$ cat src/inc/adp_pkg.sv
package adp_pkg;

	// ****************************************
	// widths and depths
	// ****************************************
	localparam int ADDR_W = 24;
	localparam int DATA_W = 16;
	localparam int SAMPLE_W = 32;
	localparam int FIFO_DEPTH = 4;
	localparam int LEVEL_W = 3;
	localparam int VOL_W = 6;

	// ****************************************
	// register offsets
	// ****************************************
	localparam logic [23:0] OFF_STD_CONFIG = 24'h320100;
	localparam logic [23:0] OFF_STD_LOAD = 24'h320104;
	localparam logic [23:0] OFF_SOFT_HOLD = 24'h320108;
	localparam logic [23:0] OFF_STATUS = 24'h320110;
	localparam logic [23:0] OFF_PATH_CTRL = 24'h32058c;
	localparam logic [23:0] OFF_TUNER_BOOST = 24'h320628;

	// ****************************************
	// fields, commands and reset values
	// ****************************************
	localparam int DAC_EN_BIT = 12;
	localparam int SER_DIRECT_BIT = 14;
	localparam int VOL_LSB = 0;
	localparam logic [15:0] CMD_ONE = 16'h0001;
	localparam logic [15:0] REG_RESET = 16'h0000;
	localparam logic [15:0] CODE_NICAM = 16'h0010;
	localparam logic [15:0] CODE_FM = 16'h0020;
	localparam logic [15:0] CODE_BTSC = 16'h0001;
	localparam logic [15:0] CODE_EIAJ = 16'h0002;
	localparam logic [15:0] CODE_A2 = 16'h0004;

	// ****************************************
	// rate derivation
	// ****************************************
	localparam longint PLL_FREQ_HZ = 200000000;
	localparam int PWM_DIV = 18;
	localparam int OSR_DIV = 128;
	localparam longint DAC_RATE_HZ = PLL_FREQ_HZ / (PWM_DIV * OSR_DIV);
	localparam logic [4:0] PWM_LAST = 5'(PWM_DIV - 1);
	localparam logic [6:0] OSR_LAST = 7'(OSR_DIV - 1);

	typedef enum logic [2:0] {
		ADP_STD_NONE,
		ADP_STD_NICAM,
		ADP_STD_FM,
		ADP_STD_BTSC,
		ADP_STD_EIAJ,
		ADP_STD_A2
	} adp_std_t;

endpackage : adp_pkg

$ cat src/inc/adp_stream_if.sv
`timescale 1ns/1ps
interface adp_stream_if;
	logic in_valid;
	logic in_ready;
	logic [adp_pkg::SAMPLE_W-1:0] in_data;
	logic out_valid;
	logic out_ready;
	logic [adp_pkg::SAMPLE_W-1:0] out_data;
	logic flush;
	logic [adp_pkg::LEVEL_W-1:0] level;

	modport fifo (
		input in_valid, in_data, out_ready, flush,
		output in_ready, out_valid, out_data, level
	);
	modport user (
		output in_valid, in_data, out_ready, flush,
		input in_ready, out_valid, out_data, level
	);
endinterface : adp_stream_if

$ cat src/core/adp_fifo.sv
`timescale 1ns/1ps
module adp_fifo #(
	parameter int WIDTH = adp_pkg::SAMPLE_W,
	parameter int DEPTH = adp_pkg::FIFO_DEPTH
) (
	input wire logic clk_sys,
	input wire logic reset_n,
	adp_stream_if.fifo s
);
	localparam int PW = $clog2(DEPTH);

	logic [WIDTH-1:0] mem [DEPTH];
	logic [PW-1:0] wr_reg, wr_next, rd_reg, rd_next;
	logic [PW:0] cnt_reg, cnt_next;
	logic push, pop;

	// handshake terms and pointer updates
	always_comb
	begin
		push = s.in_valid && s.in_ready;
		pop = s.out_valid && s.out_ready;
		wr_next = wr_reg;
		rd_next = rd_reg;
		cnt_next = cnt_reg;
		if (s.flush)
		begin
			wr_next = '0;
			rd_next = '0;
			cnt_next = '0;
		end
		else
		begin
			if (push)
				wr_next = PW'((wr_reg + 1'b1) % DEPTH);
			if (pop)
				rd_next = PW'((rd_reg + 1'b1) % DEPTH);
			if (push && !pop)
				cnt_next = cnt_reg + 1'b1;
			else if (pop && !push)
				cnt_next = cnt_reg - 1'b1;
		end
	end

	// pointer registers
	always_ff @(posedge clk_sys)
	begin
		if (!reset_n)
		begin
			wr_reg <= '0;
			rd_reg <= '0;
			cnt_reg <= '0;
		end
		else
		begin
			wr_reg <= wr_next;
			rd_reg <= rd_next;
			cnt_reg <= cnt_next;
		end
	end

	// storage, written only on an accepted push
	always_ff @(posedge clk_sys)
	begin
		if (push && !s.flush)
			mem[wr_reg] <= s.in_data;
	end

	assign s.in_ready = (cnt_reg != (PW+1)'(DEPTH)) && !s.flush;
	assign s.out_valid = (cnt_reg != '0) && !s.flush;
	assign s.out_data = mem[rd_reg];
	assign s.level = adp_pkg::LEVEL_W'(cnt_reg);
endmodule : adp_fifo

$ cat src/core/adp_rate_div.sv
`timescale 1ns/1ps
module adp_rate_div (
	input wire logic clk_sys,
	input wire logic reset_n,
	input wire logic run,
	output logic tick
);
	logic [4:0] pwm_reg, pwm_next;
	logic [6:0] osr_reg, osr_next;
	logic tick_next;

	always_comb
	begin
		pwm_next = pwm_reg;
		osr_next = osr_reg;
		tick_next = 1'b0;
		if (!run)
		begin
			pwm_next = '0;
			osr_next = '0;
		end
		else if (pwm_reg == adp_pkg::PWM_LAST)
		begin
			pwm_next = '0;
			osr_next = osr_reg + 1'b1;
			tick_next = (osr_reg == adp_pkg::OSR_LAST);
		end
		else
			pwm_next = pwm_reg + 1'b1;
	end

	// divider registers
	always_ff @(posedge clk_sys)
	begin
		if (!reset_n)
		begin
			pwm_reg <= '0;
			osr_reg <= '0;
			tick <= 1'b0;
		end
		else
		begin
			pwm_reg <= pwm_next;
			osr_reg <= osr_next;
			tick <= tick_next;
		end
	end
endmodule : adp_rate_div

$ cat src/core/adp_top.sv
`timescale 1ns/1ps
module adp_top (
	input wire logic clk_sys,
	input wire logic reset_n,
	input wire logic [23:0] reg_addr,
	input wire logic [15:0] reg_wdata,
	input wire logic reg_wr,
	input wire logic reg_rd,
	output logic [15:0] reg_rdata,
	input wire logic ser_valid,
	input wire logic [31:0] ser_data,
	output logic ser_ready,
	input wire logic dma_valid,
	input wire logic [31:0] dma_data,
	output logic dma_ready,
	output logic [31:0] dac_data,
	output logic dac_strobe,
	output logic dac_enable,
	output adp_pkg::adp_std_t active_standard,
	output logic soft_hold,
	output logic tuner_boost,
	output logic [5:0] volume_atten
);

	// ****************************************
	// standard code decoder
	// ****************************************

	// maps a written code onto a standard
	function automatic adp_pkg::adp_std_t decode_std(
		input logic [15:0] code
	);
		adp_pkg::adp_std_t s;
		s = adp_pkg::ADP_STD_NONE;
		if (code == adp_pkg::CODE_NICAM)
			s = adp_pkg::ADP_STD_NICAM;
		else if (code == adp_pkg::CODE_FM)
			s = adp_pkg::ADP_STD_FM;
		else if (code == adp_pkg::CODE_BTSC)
			s = adp_pkg::ADP_STD_BTSC;
		else if (code == adp_pkg::CODE_EIAJ)
			s = adp_pkg::ADP_STD_EIAJ;
		else if (code == adp_pkg::CODE_A2)
			s = adp_pkg::ADP_STD_A2;
		return s;
	endfunction : decode_std

	// ****************************************
	// declarations
	// ****************************************
	logic [15:0] std_cfg_reg, std_cfg_next;
	logic [15:0] std_load_reg, std_load_next;
	logic [15:0] hold_reg, hold_next;
	logic [15:0] path_reg, path_next;
	logic [15:0] boost_reg, boost_next;
	logic [15:0] rdata_next;
	adp_pkg::adp_std_t std_next;
	logic hold_on_next;
	logic boost_on_next;
	logic [5:0] vol_next;
	logic path_on;
	logic ser_sel;
	logic tick;

	logic [31:0] stage_data_reg, stage_data_next;
	logic stage_valid_reg, stage_valid_next;
	logic ser_ready_next, dma_ready_next;
	logic [31:0] dac_data_next;
	logic dac_strobe_next;
	logic dac_enable_next;
	logic take_ser, take_dma;

	adp_stream_if fq ();

	// ****************************************
	// register writes
	// ****************************************

	// next values of the software registers
	always_comb
	begin
		std_cfg_next = std_cfg_reg;
		std_load_next = std_load_reg;
		hold_next = hold_reg;
		path_next = path_reg;
		boost_next = boost_reg;
		std_next = active_standard;
		if (reg_wr)
		begin
			unique case (reg_addr)
				adp_pkg::OFF_STD_CONFIG: std_cfg_next = reg_wdata;
				adp_pkg::OFF_STD_LOAD: std_load_next = reg_wdata;
				adp_pkg::OFF_SOFT_HOLD: hold_next = reg_wdata;
				adp_pkg::OFF_PATH_CTRL: path_next = reg_wdata;
				adp_pkg::OFF_TUNER_BOOST: boost_next = reg_wdata;
				default: ;
			endcase
		end
		if (reg_wr && reg_addr == adp_pkg::OFF_STD_LOAD
			&& reg_wdata == adp_pkg::CMD_ONE)
			std_next = decode_std(std_cfg_reg);
	end

	// derived control levels
	always_comb
	begin
		hold_on_next = (hold_next == adp_pkg::CMD_ONE);
		boost_on_next = (boost_next == adp_pkg::CMD_ONE);
		vol_next = path_next[adp_pkg::VOL_LSB +: adp_pkg::VOL_W];
	end

	// software register state
	always_ff @(posedge clk_sys)
	begin
		if (!reset_n)
		begin
			std_cfg_reg <= adp_pkg::REG_RESET;
			std_load_reg <= adp_pkg::REG_RESET;
			hold_reg <= adp_pkg::REG_RESET;
			path_reg <= adp_pkg::REG_RESET;
			boost_reg <= adp_pkg::REG_RESET;
			active_standard <= adp_pkg::ADP_STD_NONE;
			soft_hold <= 1'b0;
			tuner_boost <= 1'b0;
			volume_atten <= '0;
		end
		else
		begin
			std_cfg_reg <= std_cfg_next;
			std_load_reg <= std_load_next;
			hold_reg <= hold_next;
			path_reg <= path_next;
			boost_reg <= boost_next;
			active_standard <= std_next;
			soft_hold <= hold_on_next;
			tuner_boost <= boost_on_next;
			volume_atten <= vol_next;
		end
	end

	// ****************************************
	// register reads
	// ****************************************

	// read mux, unmapped addresses read zero
	always_comb
	begin
		rdata_next = '0;
		if (reg_rd)
		begin
			unique case (reg_addr)
				adp_pkg::OFF_STD_CONFIG: rdata_next = std_cfg_reg;
				adp_pkg::OFF_STD_LOAD: rdata_next = std_load_reg;
				adp_pkg::OFF_SOFT_HOLD: rdata_next = hold_reg;
				adp_pkg::OFF_PATH_CTRL: rdata_next = path_reg;
				adp_pkg::OFF_TUNER_BOOST: rdata_next = boost_reg;
				adp_pkg::OFF_STATUS:
					rdata_next = {6'h00, stage_valid_reg, dac_enable,
						3'(active_standard), 2'h0, fq.level};
				default: ;
			endcase
		end
	end

	// read data stands one cycle after the strobe
	always_ff @(posedge clk_sys)
	begin
		if (!reset_n)
			reg_rdata <= '0;
		else
			reg_rdata <= rdata_next;
	end

	// ****************************************
	// source selection
	// ****************************************

	// path on unless disabled or held
	assign path_on = path_reg[adp_pkg::DAC_EN_BIT] && !soft_hold;
	assign ser_sel = path_reg[adp_pkg::SER_DIRECT_BIT];

	// accepted samples from each source
	always_comb
	begin
		take_ser = ser_valid && ser_ready;
		take_dma = dma_valid && dma_ready;
	end

	// staging register ahead of the fifo
	always_comb
	begin
		stage_data_next = stage_data_reg;
		stage_valid_next = stage_valid_reg;
		if (stage_valid_reg && fq.in_ready)
			stage_valid_next = 1'b0;
		if (take_ser)
		begin
			stage_data_next = ser_data;
			stage_valid_next = 1'b1;
		end
		else if (take_dma)
		begin
			stage_data_next = dma_data;
			stage_valid_next = 1'b1;
		end
		if (!path_on)
			stage_valid_next = 1'b0;
	end

	// ready offered only to the selected source
	always_comb
	begin
		ser_ready_next = path_on && ser_sel && !stage_valid_next;
		dma_ready_next = path_on && !ser_sel && !stage_valid_next;
	end

	// staging and ready registers
	always_ff @(posedge clk_sys)
	begin
		if (!reset_n)
		begin
			stage_data_reg <= '0;
			stage_valid_reg <= 1'b0;
			ser_ready <= 1'b0;
			dma_ready <= 1'b0;
		end
		else
		begin
			stage_data_reg <= stage_data_next;
			stage_valid_reg <= stage_valid_next;
			ser_ready <= ser_ready_next;
			dma_ready <= dma_ready_next;
		end
	end

	// ****************************************
	// sample fifo and rate divider
	// ****************************************

	// fifo fill and drain hookup
	assign fq.in_valid = stage_valid_reg;
	assign fq.in_data = stage_data_reg;
	assign fq.flush = !path_on;
	assign fq.out_ready = tick && path_on;

	adp_fifo #(
		.WIDTH(adp_pkg::SAMPLE_W),
		.DEPTH(adp_pkg::FIFO_DEPTH)
	) u_fifo (
		.clk_sys(clk_sys),
		.reset_n(reset_n),
		.s(fq.fifo)
	);

	adp_rate_div u_div (
		.clk_sys(clk_sys),
		.reset_n(reset_n),
		.run(path_on),
		.tick(tick)
	);

	// ****************************************
	// dac output stage
	// ****************************************

	// one sample per rate tick
	always_comb
	begin
		dac_data_next = dac_data;
		dac_strobe_next = 1'b0;
		dac_enable_next = path_on;
		if (fq.out_valid && fq.out_ready)
		begin
			dac_data_next = fq.out_data;
			dac_strobe_next = 1'b1;
		end
		if (!path_on)
		begin
			dac_data_next = '0;
			dac_strobe_next = 1'b0;
		end
	end

	// dac output registers
	always_ff @(posedge clk_sys)
	begin
		if (!reset_n)
		begin
			dac_data <= '0;
			dac_strobe <= 1'b0;
			dac_enable <= 1'b0;
		end
		else
		begin
			dac_data <= dac_data_next;
			dac_strobe <= dac_strobe_next;
			dac_enable <= dac_enable_next;
		end
	end

endmodule : adp_top

$ cat config.mk
export PLATFORM = sky130hd
export DESIGN_NAME = adp_top
export DESIGN_NICKNAME = d
export VERILOG_FILES = /design/src/inc/adp_pkg.sv /design/src/inc/adp_stream_if.sv /design/src/core/adp_fifo.sv /design/src/core/adp_rate_div.sv /design/src/core/adp_top.sv
export SDC_FILE = /design/constraint.sdc
export NUM_CORES = 1
export LEC_CHECK = 0
export BUFFER_PORTS_ARGS = -buffer_cell sky130_fd_sc_hd__buf_2
export CAP_MARGIN = 20
export CORE_MARGIN = 2
export CORE_UTILIZATION = 43
export CTS_CLUSTER_DIAMETER = 150
export DETAILED_ROUTE_END_ITERATION = 8
export PLACE_DENSITY = 0.62
export SYNTH_ARGS = -nofsm -noshare
export SYNTH_HDL_FRONTEND = slang
export SYNTH_SLANG_ARGS = --single-unit
$ cat constraint.sdc
create_clock -name clk_sys -period 6.31 [get_ports clk_sys]
set_clock_uncertainty 0.1 [all_clocks]
set_input_delay 0.631 -clock clk_sys [delete_from_list [all_inputs] [get_ports clk_sys]]
set_output_delay 0.631 -clock clk_sys [all_outputs]
set_load 0.01 [all_outputs]
Word-level counts from Yosys, hierarchy flattened
Memory sizes are Yosys's and may differ from the RTL's. A register that Yosys moved wholly into a read port is not among the register bits.
Index checks and enable logic that the tools add are counted.
- register bits: 158
- RAM bits: 128
- bits of input ports: 110
- output and inout port bits: 63
- logic and storage cells: 102
- memories kept: 1
- add/sub/neg operators: 6
- eq/ne operators: 17
- mux-type cells: 21
- bitwise operators: 2
- reductions and logical operators: 33
- memories (name ; depth ; width ; read ports ; clocked after Yosys merged registers in ; wr ports ; line ; text):
    u_fifo.mem ; 4 ; 32 ; 1 ; 1 ; 1 ; adp_fifo.sv:12 ; logic [WIDTH-1:0] mem [DEPTH];
- operator list (operator ; number):
    24-bit by 22-bit == test with 1-bit output (second input constant) ; 6
    16-bit case mux with 6 select lines ; 1
    16-bit by 1-bit == test with 1-bit output (second input constant) ; 4
    16-bit 2-to-1 mux ; 4
    32-bit 2-to-1 mux ; 2
    3-bit 2-to-1 mux ; 7
    1-bit logical AND ; 17
    16-bit by 2-bit == test with 1-bit output (second input constant) ; 1
    16-bit by 3-bit == test with 1-bit output (second input constant) ; 1
    16-bit by 5-bit == test with 1-bit output (second input constant) ; 1
    16-bit by 6-bit == test with 1-bit output (second input constant) ; 1
    2-bit AND reduction ; 5
    7-bit by 1-bit adder with 7-bit output (second input constant) ; 1
    7-bit == test (second input constant) ; 1
    1-bit 2-to-1 mux ; 7
    1-bit logical NOT ; 6
    5-bit by 1-bit adder with 5-bit output (second input constant) ; 1
    5-bit == test (second input constant) ; 1
    2-bit by 1-bit adder with 2-bit output (second input constant) ; 2
    2-bit nonzero test ; 2
    3-bit by 1-bit adder with 3-bit output (second input constant) ; 1
    3-bit inequality test (second input constant) ; 1
    3-bit AND reduction ; 1
    3-bit nonzero test ; 1
    3 further kinds ; 4

Logic depth before layout (Yosys ltp)
Gate-level depths: netlist (run 1).
- depth in word-level cells: 10
- gate-level depth with buffers: 10
- mapped depth without buffers: 9

Modules after synthesis
Synthesis (run 1) repeated with hierarchy kept, for this count alone.
- cell total of the unflattened synthesis: 1177
- area total of the unflattened synthesis: 13145.1 um^2
- modules (own cells, without submodules) (module ; instances ; cells each ; area an instance (um^2)):
    adp_top ; 1 ; 894 ; 7478.4
    adp_fifo ; 1 ; 222 ; 5108.6
    adp_rate_div ; 1 ; 61 ; 558.0

Least setup slack after synthesis (run 1)
OpenSTA, ideal clock, no wires.
- kind: flip-flop to flip-flop
- start point: reg path_reg[12]
- end point: reg u_fifo.cnt_reg[2] (netlist: u_fifo.s.level[2])
- setup time: 0.071 ns
- arrival: 2.415 ns
- required time: 6.139 ns
- path slack: 3.725 ns
- stages on the path, launching flop included: 11
- buffers on the path: 1
- cell sequence: dfxtp_1 > nor2b_1 > a21boi_0 > and2_1 > clkbuf_1 > ha_1 > inv_1 > fa_1 > xor2_1 > or3_1 > a21oi_1
- longest elaborated chain between the ends: 6
- RTL lines (item ; line ; text):
    start: declaration ; adp_top.sv:54 ; logic [15:0] path_reg, path_next;
    start signal: assignment ; adp_top.sv:120 ; path_reg <= adp_pkg::REG_RESET;
    start signal: assignment ; adp_top.sv:132 ; path_reg <= path_next;
    1-bit logical AND (*) ; adp_top.sv:179 ; assign path_on = path_reg[adp_pkg::DAC_EN_BIT] && !soft_hold;
    1-bit logical AND (*) ; adp_fifo.sv:68 ; assign s.in_ready = (cnt_reg != (PW+1)'(DEPTH)) && !s.flush;
    1-bit logical AND (*) ; adp_fifo.sv:20 ; push = s.in_valid && s.in_ready;
    via u_fifo.push ; adp_fifo.sv:15 ; logic push, pop;
    1-bit logical NOT ; adp_fifo.sv:39 ; else if (pop && !push)
    1-bit logical AND ; adp_fifo.sv:39 ;
    2-bit nonzero test (no line) ; -- ;
    end signal: assignment ; adp_fifo.sv:57 ; cnt_reg <= cnt_next;
    end: declaration ; adp_fifo.sv:14 ; logic [PW:0] cnt_reg, cnt_next;
The timed path passes the listed nets; every way through them passes the cells marked *.
A chain may end at the register's enable or synchronous reset.

Worst setup path in the final report (run 1)
- start point: reg path_reg[12]
- end point: reg u_fifo.cnt_reg[2] (netlist: u_fifo.s.level[2])
- longest elaborated chain between the ends: 6
- RTL lines (item ; line):
    1-bit logical AND (*) ; adp_top.sv:179
    1-bit logical AND (on tied branches) ; adp_fifo.sv:69, adp_fifo.sv:68, adp_top.sv:244
    1-bit logical AND (on tied branches) ; adp_fifo.sv:21, adp_fifo.sv:20
    1-bit logical NOT (on tied branches) ; adp_fifo.sv:37, adp_fifo.sv:39
    1-bit logical AND (on tied branches) ; adp_fifo.sv:37, adp_fifo.sv:39
    3-bit 2-to-1 mux or 2-bit nonzero test (tied branches) ; --
Mark *: on every way between the ends. The rest lies on a longest branch, timed or not.

==> results of run 1 <==
final cells by class:
class	instances	area, um^2	area share [%]
clock buffer	43	947	6.20
timing repair buffer	191	1020	6.66
tap	390	488	3.19
inverter	9	33.8	0.221
multi-input combinational	681	5020	32.8
clock inverter	21	135	0.884
sequential	318	7650	50.0
metal layers:
metal	wire [um]	track usage [%]	vias to the layer above
li1	-	-	4321
met1	14600	28.4	4469
met2	15200	33.5	328
met3	2230	3.69	54
met4	693	5.32	0
met5	0	0	-
power groups by stage:
stage	sequential (mW)	clock, mW	combinational [mW]
after CTS	2.12	1.94	0.0963
after global routing	2.12	2.03	0.103
final	2.12	1.90	0.0962
after detailed placement	2.16	0	0.0959
after global placement	2.16	0	0.0956
after floorplan	2.16	0	0.0361
synthesized netlist by cell type, types with 8 or more instances:
library cell | instances | share of area [%]
a21boi_0 | 46 | 2.6
a21oi_1 | 14 | 0.54
buf_2 | 9 | 0.34
clkbuf_1 | 64 | 1.8
dfxtp_1 | 190 | 29
edfxtp_1 | 128 | 29
ha_1 | 8 | 0.77
inv_1 | 9 | 0.26
mux2_2 | 8 | 0.69
mux2i_1 | 53 | 4.1
mux4_2 | 32 | 5.5
nand2_1 | 164 | 4.7
nand3_1 | 72 | 2.8
nand4_1 | 9 | 0.43
nor2_1 | 46 | 1.3
nor2b_1 | 34 | 1.6
nor3_1 | 12 | 0.46
nor4_1 | 21 | 1.0
o211a_1 | 32 | 2.5
o221a_2 | 27 | 2.3
xor2_1 | 12 | 0.80
cell usage in the layout, fill, tap and decap left out, types with 5 or more instances in the layout:
master        n
and3_1        7
nor4_1       21
o211a_1      32
edfxtp_1    128
xor2_1       12
nor3_1       12
nand4_1       9
nor2b_1      34
nand3_1      72
o22ai_1       7
nor4b_1       5
buf_2       171
buf_4        19
mux4_2       32
clkinvlp_4    5
clkbuf_1      5
nand2_1     163
mux2i_1      53
nor4_4        5
clkbuf_16    36
nor2_1       46
clkinv_2     10
a222oi_1      6
dfxtp_1     189
a22o_1        7
ha_1          8
a21boi_0     46
mux2_2        8
o221a_2      27
inv_1         9
a211oi_1      7
a21oi_1      14
how the worst min path moves through the flow:
| stage | end | slack (ps) | depth (start not counted) |
|---|---|---|---|
| after floorplan | u_div.tick | 320 | 2 |
| after global placement | u_div.tick | 330 | 2 |
| after detailed placement | std_load_reg[9] | 350 | 2 |
| after CTS | fq.in_data[29] | 240 | 2 |
| after global routing | fq.in_data[29] | 250 | 2 |
| final | fq.in_data[16] | 260 | 2 |
worst reg2reg max path, cell delays in order, from the launching register on:
cell,delay [ps]
dfxtp_1,360
nor2b_1,390
a21boi_0,530
and2_1,290
ha_1,210
inv_1,60
fa_1,370
xor2_1,160
or3_1,300
a21oi_1,140
cell families (layout without fill, tap and decap cells):
logic type	after synthesis	after routing	synth area share (%)
and+or+nand+nor	402	402	15.7
DFF	318	318	58.6
AOI/OAI and AO/OA	160	160	10.3
muxes	93	93	10.3
buffers and inverters	92	264	3.02
xor gates and xnor gates	16	16	1.07
adders and majority gates	10	10	0.997
stage by stage:
step	area (um^2)	hold WS (ps)
after floorplan	13100	321
after global placement	14200	333
after detailed placement	14200	351
after CTS	15300	240
after global routing	15300	246
final	15300	260
==> out/qor.txt, run 1 <==
status: completed
Final Cycle Share: 47.4%
kind of critical path: reg -> reg
core area: 29800 um^2
Post-synth ARST share: 0%
first-pass GRT wire length: 50300 um
Sink Count: 318
Clock Power Share: 46.1%
Post-CTS Setup Bufs: 0
cell depth of the worst setup path: 9
PD cells: 269 nW/um^2
vias in the first global route: 8869
mapped cell area: 13100 um^2
CP Capture Point: u_fifo.s.level[2]
CTS root buf: clkbuf_16
depth of the CTS H-tree: 2
Final Util: 51.3%
worst reg2reg path depth: 9
Worst Path Required: 6640 ps
ANT cells: 0
Top FF cell, synth: dfxtp_1
critical path's largest stage delay: 520 ps
Layout area overhead: 17.1%
Synth cell types: 56
# rows: 63
Initial Util: 43.8%
Sw Ratio: 21.3%
final setup margin: 3320 ps
CP delay by family, top: simple AND/OR/NAND/NOR gates
die span in y: 178 um
Synth Register Bits: 318
max reg flops: 128
Hold Crit Class: in -> reg
CTS buffer count: 35
minimum clock period: 2990 ps
Slew headroom: 26.0%
Clock Pin Slew Worst Setup and Hold Paths: 60 ps
synth warn: 0
CTS Buffer Depth: 3
critical path data arrival time: 3320 ps
Finish-stage setup viols: 0
R2R Setup Slk: 3320 ps
Final HPWL DP: 21500 um
Gate Count Post-Synth: 1091
Critical R2R Launch: path_reg[12]
Non-Filler Instances: 1653
IO buf count: 172
Most flops, register: u_fifo.mem
Internal: 3.24 mW
Post-Route WL: 32700 um
Synth Net Count: 1210
ANT nets after route: 0
Clock Latency Late Sink: 510 ps
vias per cell: 5.55
Overflow after GRT: 0
Pwr Total: 4.11 mW
pre-CTS setup slack: 3130 ps
initial DRC count: 704
CTS tree: done
IO Pins: 173
fmax: 335 MHz
Pleak: 5.37 nW
sequential cell area fraction in the yosys report: 58.6%
total negative slack: 0 ps
worst reg2reg path endpoint: u_fifo.s.level[2]
largest net degree at the start of global routing: 94
Final Hold Vio Count: 0
full die area: 31800 um^2
Final #Nets: 1355
number of synthesized flops with an enable pin: 128
max-slew violations: 0
vias after detailed routing: 9172
CP Launch Point: path_reg[12]
Net Switching: 0.875 mW
Worst Path Max Fanout: 6
Buffers & Inverters on Critical Path: 1
max_cap viols: 0
CP Capture Type: flip-flop
number of gates resized after CTS: 0
RSZ-0062 raised after global routing: no
DRT Pass-1 Iters: 7
GRT Total Usage: 20.5%
Sequential Power Share: 51.5%
crit path max-delay cell type: a21boi_0
GP Congestion: 0.878
drt wl/cell: 19.8 um
share of cells above drive strength 1: 26.1%
die width: 178 um
Placed Cells: 1588
average cell area after synthesis: 12.0 um^2
Hold Startpoint: ser_data[16]
crit-path cells: nor2b_1, a21boi_0, and2_1, ha_1, inv_1, fa_1, xor2_1, or3_1, a21oi_1
initial antenna violation count: 0
Post-route DRC: 0
Filler cells: 2639
Tightest Pin Transition: 1100 ps
VDD IR max: 0.000188 V
cts hold-fix bufs: 0
startpoint types: flip-flop
Logic pwr share: 2.3%
Note: power is estimated with default switching activity, not from simulation.
==> run 2: changes to the inputs <==
--- a/config.mk
+++ b/config.mk
@@ -5,13 +5,14 @@
 export SDC_FILE = /design/constraint.sdc
 export NUM_CORES = 1
 export LEC_CHECK = 0
+export ABC_AREA = 1
 export BUFFER_PORTS_ARGS = -buffer_cell sky130_fd_sc_hd__buf_2
 export CAP_MARGIN = 20
 export CORE_MARGIN = 2
 export CORE_UTILIZATION = 43
 export CTS_CLUSTER_DIAMETER = 150
 export DETAILED_ROUTE_END_ITERATION = 8
-export PLACE_DENSITY = 0.62
+export PLACE_DENSITY = 0.65
 export SYNTH_ARGS = -nofsm -noshare
 export SYNTH_HDL_FRONTEND = slang
 export SYNTH_SLANG_ARGS = --single-unit
==> constraint.sdc (replaced) <==
create_clock -name clk_sys -period 2.4 [get_ports clk_sys]
set_clock_uncertainty 0.1 [all_clocks]
set_input_delay 0.24 -clock clk_sys [delete_from_list [all_inputs] [get_ports clk_sys]]
set_output_delay 0.24 -clock clk_sys [all_outputs]
set_load 0.01 [all_outputs]
==> run 2 against run 1 <==
Net effect: routed wire length rose by 10%; the flow now finishes with violations (negative hold slack); combinational power rose to 3.1 times the previous value; flip-flop and latch count did not move; via count rose by 22%; cell count rose by 29%; largest power group unchanged.
==> out/qor.txt, run 2 <==
Pleak: 6.20 nW (+15%)
vias per cell: 5.23 (-5.7%)
first-pass GRT wire length: 55500 um (+10%)
Final #Nets: 1831 (+35%)
CTS tree: done
synth warn: 0 (unchanged)
Gate Count Post-Synth: 1506 (+38%)
largest net degree at the start of global routing: 66 (-30%)
# rows: 64 (+1.6%)
GP Congestion: 0.879 (+0.14%)
Sink Count: 318 (unchanged)
max-slew violations: 0 (unchanged)
Final Util: 53.1% (+1.8 points)
number of synthesized flops with an enable pin: 128 (unchanged)
Tightest Pin Transition: 764 ps (-338 ps)
max_cap viols: 0 (unchanged)
mapped cell area: 13200 um^2 (+1.3%)
startpoint types: flip-flop
Synth cell types: 52 (-7.1%)
sequential cell area fraction in the yosys report: 57.8% (-0.73 points)
Post-Route WL: 36100 um (+10%)
initial antenna violation count: 0 (unchanged)
kind of critical path: reg -> reg
status: finished, violations left
drt wl/cell: 16.9 um (-15%)
Critical R2R Launch: u_fifo.s.level[2]
PD cells: 692 nW/um^2 (+160%)
most common cell in the synthesized netlist: nor2_1
fmax: 472 MHz (+41%)
commonest non-fill, non-tap cell in the layout: nor2_1
Synth Register Bits: 318 (unchanged)
IO Pins: 173 (unchanged)
CTS Buffer Depth: 3 (unchanged)
worst reg2reg path depth: 10 (+1)
share of cells above drive strength 1: 18.4% (-7.8 points)
ANT cells: 0 (unchanged)
share of the synthesized area in the top cell type: 29.1% (-0.37 points)
DP Area: 14600 um^2 (+3.0%)
Synth Net Count: 1625 (+34%)
CTS root buf: clkbuf_16
Post-route DRC: 0 (unchanged)
failing checks: negative hold slack
average cell area after synthesis: 8.78 um^2 (-27%)
Hold Startpoint: ser_data[30]
Final Hold Vio Count: 1 (+1)
Finish-stage setup viols: 0 (unchanged)
biggest area consumer among synthesized cells: edfxtp_1
Filler cells: 2819 (+6.8%)
Worst Path Max Fanout: 3 (-3)
vias in the first global route: 10100 (+14%)
CTS buffer count: 35 (unchanged)
Most flops, register: u_fifo.mem
crit path max-delay cell type: o31ai_1
Overflow after GRT: 0 (unchanged)
RSZ-0062 raised after global routing: no
core area: 30400 um^2 (+2.1%)
Slew headroom: 49.1% (+23 points)
Top FF cell, synth: dfxtp_1
initial DRC count: 964 (+37%)
Non-Filler Instances: 2134 (+29%)
Commonest cells post-synth: nor2_1, nand2_1, dfxtp_1
Clock Pin Slew Worst Setup and Hold Paths: 60 ps (about the same)
depth of the CTS H-tree: 2 (unchanged)
Worst Hold Depth: 5 (+3)
Final Cycle Share: 88.2% (+41 points)
VDD IR max: 0.000472 V (+150%)
hold_ws: -2.87 ps (-263 ps)
die width: 179 um (+0.62%)
DRT Pass-1 Iters: 5 (-2)
IO buf count: 172 (unchanged)
worst reg2reg path endpoint: u_fifo.s.level[2]
Multi-input gate area: 4740 um^2 (-5.5%)
hold path endpoint: fq.in_data[30]
CP Capture Type: flip-flop
minimum clock period: 2120 ps (-873 ps)
Post-CTS Setup Bufs: 0 (unchanged)
full die area: 32200 um^2 (+1.2%)
critical path data arrival time: 2430 ps (-890 ps)
max reg flops: 128 (unchanged)
Design Area, Final: 16200 um^2 (+5.7%)
Final HPWL DP: 24200 um (+13%)
Post-synth ARST share: 0% (unchanged)
Clock Latency Late Sink: 520 ps (about the same)
R2R Setup Slk: 280 ps (-3040 ps)
final setup margin: 283 ps (-3040 ps)
Hold Crit Class: in -> reg
crit-path cells: o31ai_1, nor2_2, inv_1, ha_1, inv_1, fa_1, a21oi_1, o21ai_1, o21ai_1, a21oi_1
commonest cells after routing, fill and taps aside: nor2_1, nand2_1, dfxtp_1, o21ai_0, buf_2
critical path's largest stage delay: 430 ps (-90 ps)
Placed Cells: 2032 (+28%)
vias after detailed routing: 11200 (+22%)
die span in y: 179 um (+0.62%)
Initial Util: 43.4% (-0.37 points)
Sequential Area: 7650 um^2 (unchanged)
GRT Total Usage: 22.3% (+1.8 points)
Layout area overhead: 22.2%
ANT nets after route: 0 (unchanged)
largest cells by area after synthesis: edfxtp_1, dfxtp_1, nor2_1
Worst Path Required: 2710 ps (-3930 ps)
pre-CTS setup slack: 224 ps (-2900 ps)
==> run 2: per-layer routing <==
metal	part of all wire, %	global-route usage (%)	vias to the layer above
li1	-	-	5476
met1	44	32.4	5215
met2	45	33.9	405
met3	7.6	3.82	68
met4	2.8	7.39	0
met5	0	0	-
==> run 2: worst max-delay path by stage <==
stage,start,endpoint
final,u_fifo.s.level[2],u_fifo.s.level[2]
after global routing,path_reg[12],u_fifo.s.level[2]
after CTS,u_fifo.s.level[2],u_fifo.s.level[2]
after detailed placement,reg_addr[13],std_load_reg[6]
after global placement,reg_addr[15],std_load_reg[4]
after floorplan,soft_hold,u_fifo.mem[0][0]
==> run 2: where the power goes <==
group | leakage, nW | internal [mW] | switching [mW] | total, mW
combinational | 3.07 | 0.137 | 0.163 | 0.301
sequential | 2.56 | 5.58 | 0.000205 | 5.58
clock | 0.565 | 3.16 | 2.14 | 5.30
total | 6.20 | 8.87 | 2.31 | 11.2
==> run 2: repair_timing <==
| action | in CTS | in global routing |
|---|---|---|
| hold buffers | 39 | 0 |
| endpoints found under the setup margin | 0 | 1 |
| resized for setup | 0 | 2 |
| hold endpoints to repair | 62 | 0 |
==> run 2: area by class of cell <==
type	instances	share of cell area (%)
flip-flops and latches	318	47.3
repair buffers	252	10.3
clock inverters	9	0.674
inverters	120	2.80
well taps	396	3.07
clock buffers	54	6.50
multi-input cells	985	29.4
==> run 2: cell families after synthesis <==
group | share of synthesized area [%]
AOI/OAI and AO/OA | 14.8
xor gates and xnor gates | 0.265
adders and majority gates | 0.909
buffers and inverters | 6.39
DFF | 57.8
and+or+nand+nor | 19.8
==> run 2: worst max-delay path, delay by kind of cell, from the launching register on <==
| kind | cells | cell delay (ps) |
|---|---|---|
| AO/OA/AOI/OAI | 5 | 830 |
| adder cells (fa/ha/maj) | 2 | 530 |
| buffers and inverters | 2 | 150 |
| flip-flops | 1 | 330 |
| AND/OR/NAND/NOR | 1 | 70 |
==> run 2: through the flow <==
step	TNS, ps	power (mW)
final	0	11.2
after global routing	0	11.5
after detailed placement	0	5.94
after global placement	0	5.94
after CTS	0	11.3
after floorplan	-44550	5.80
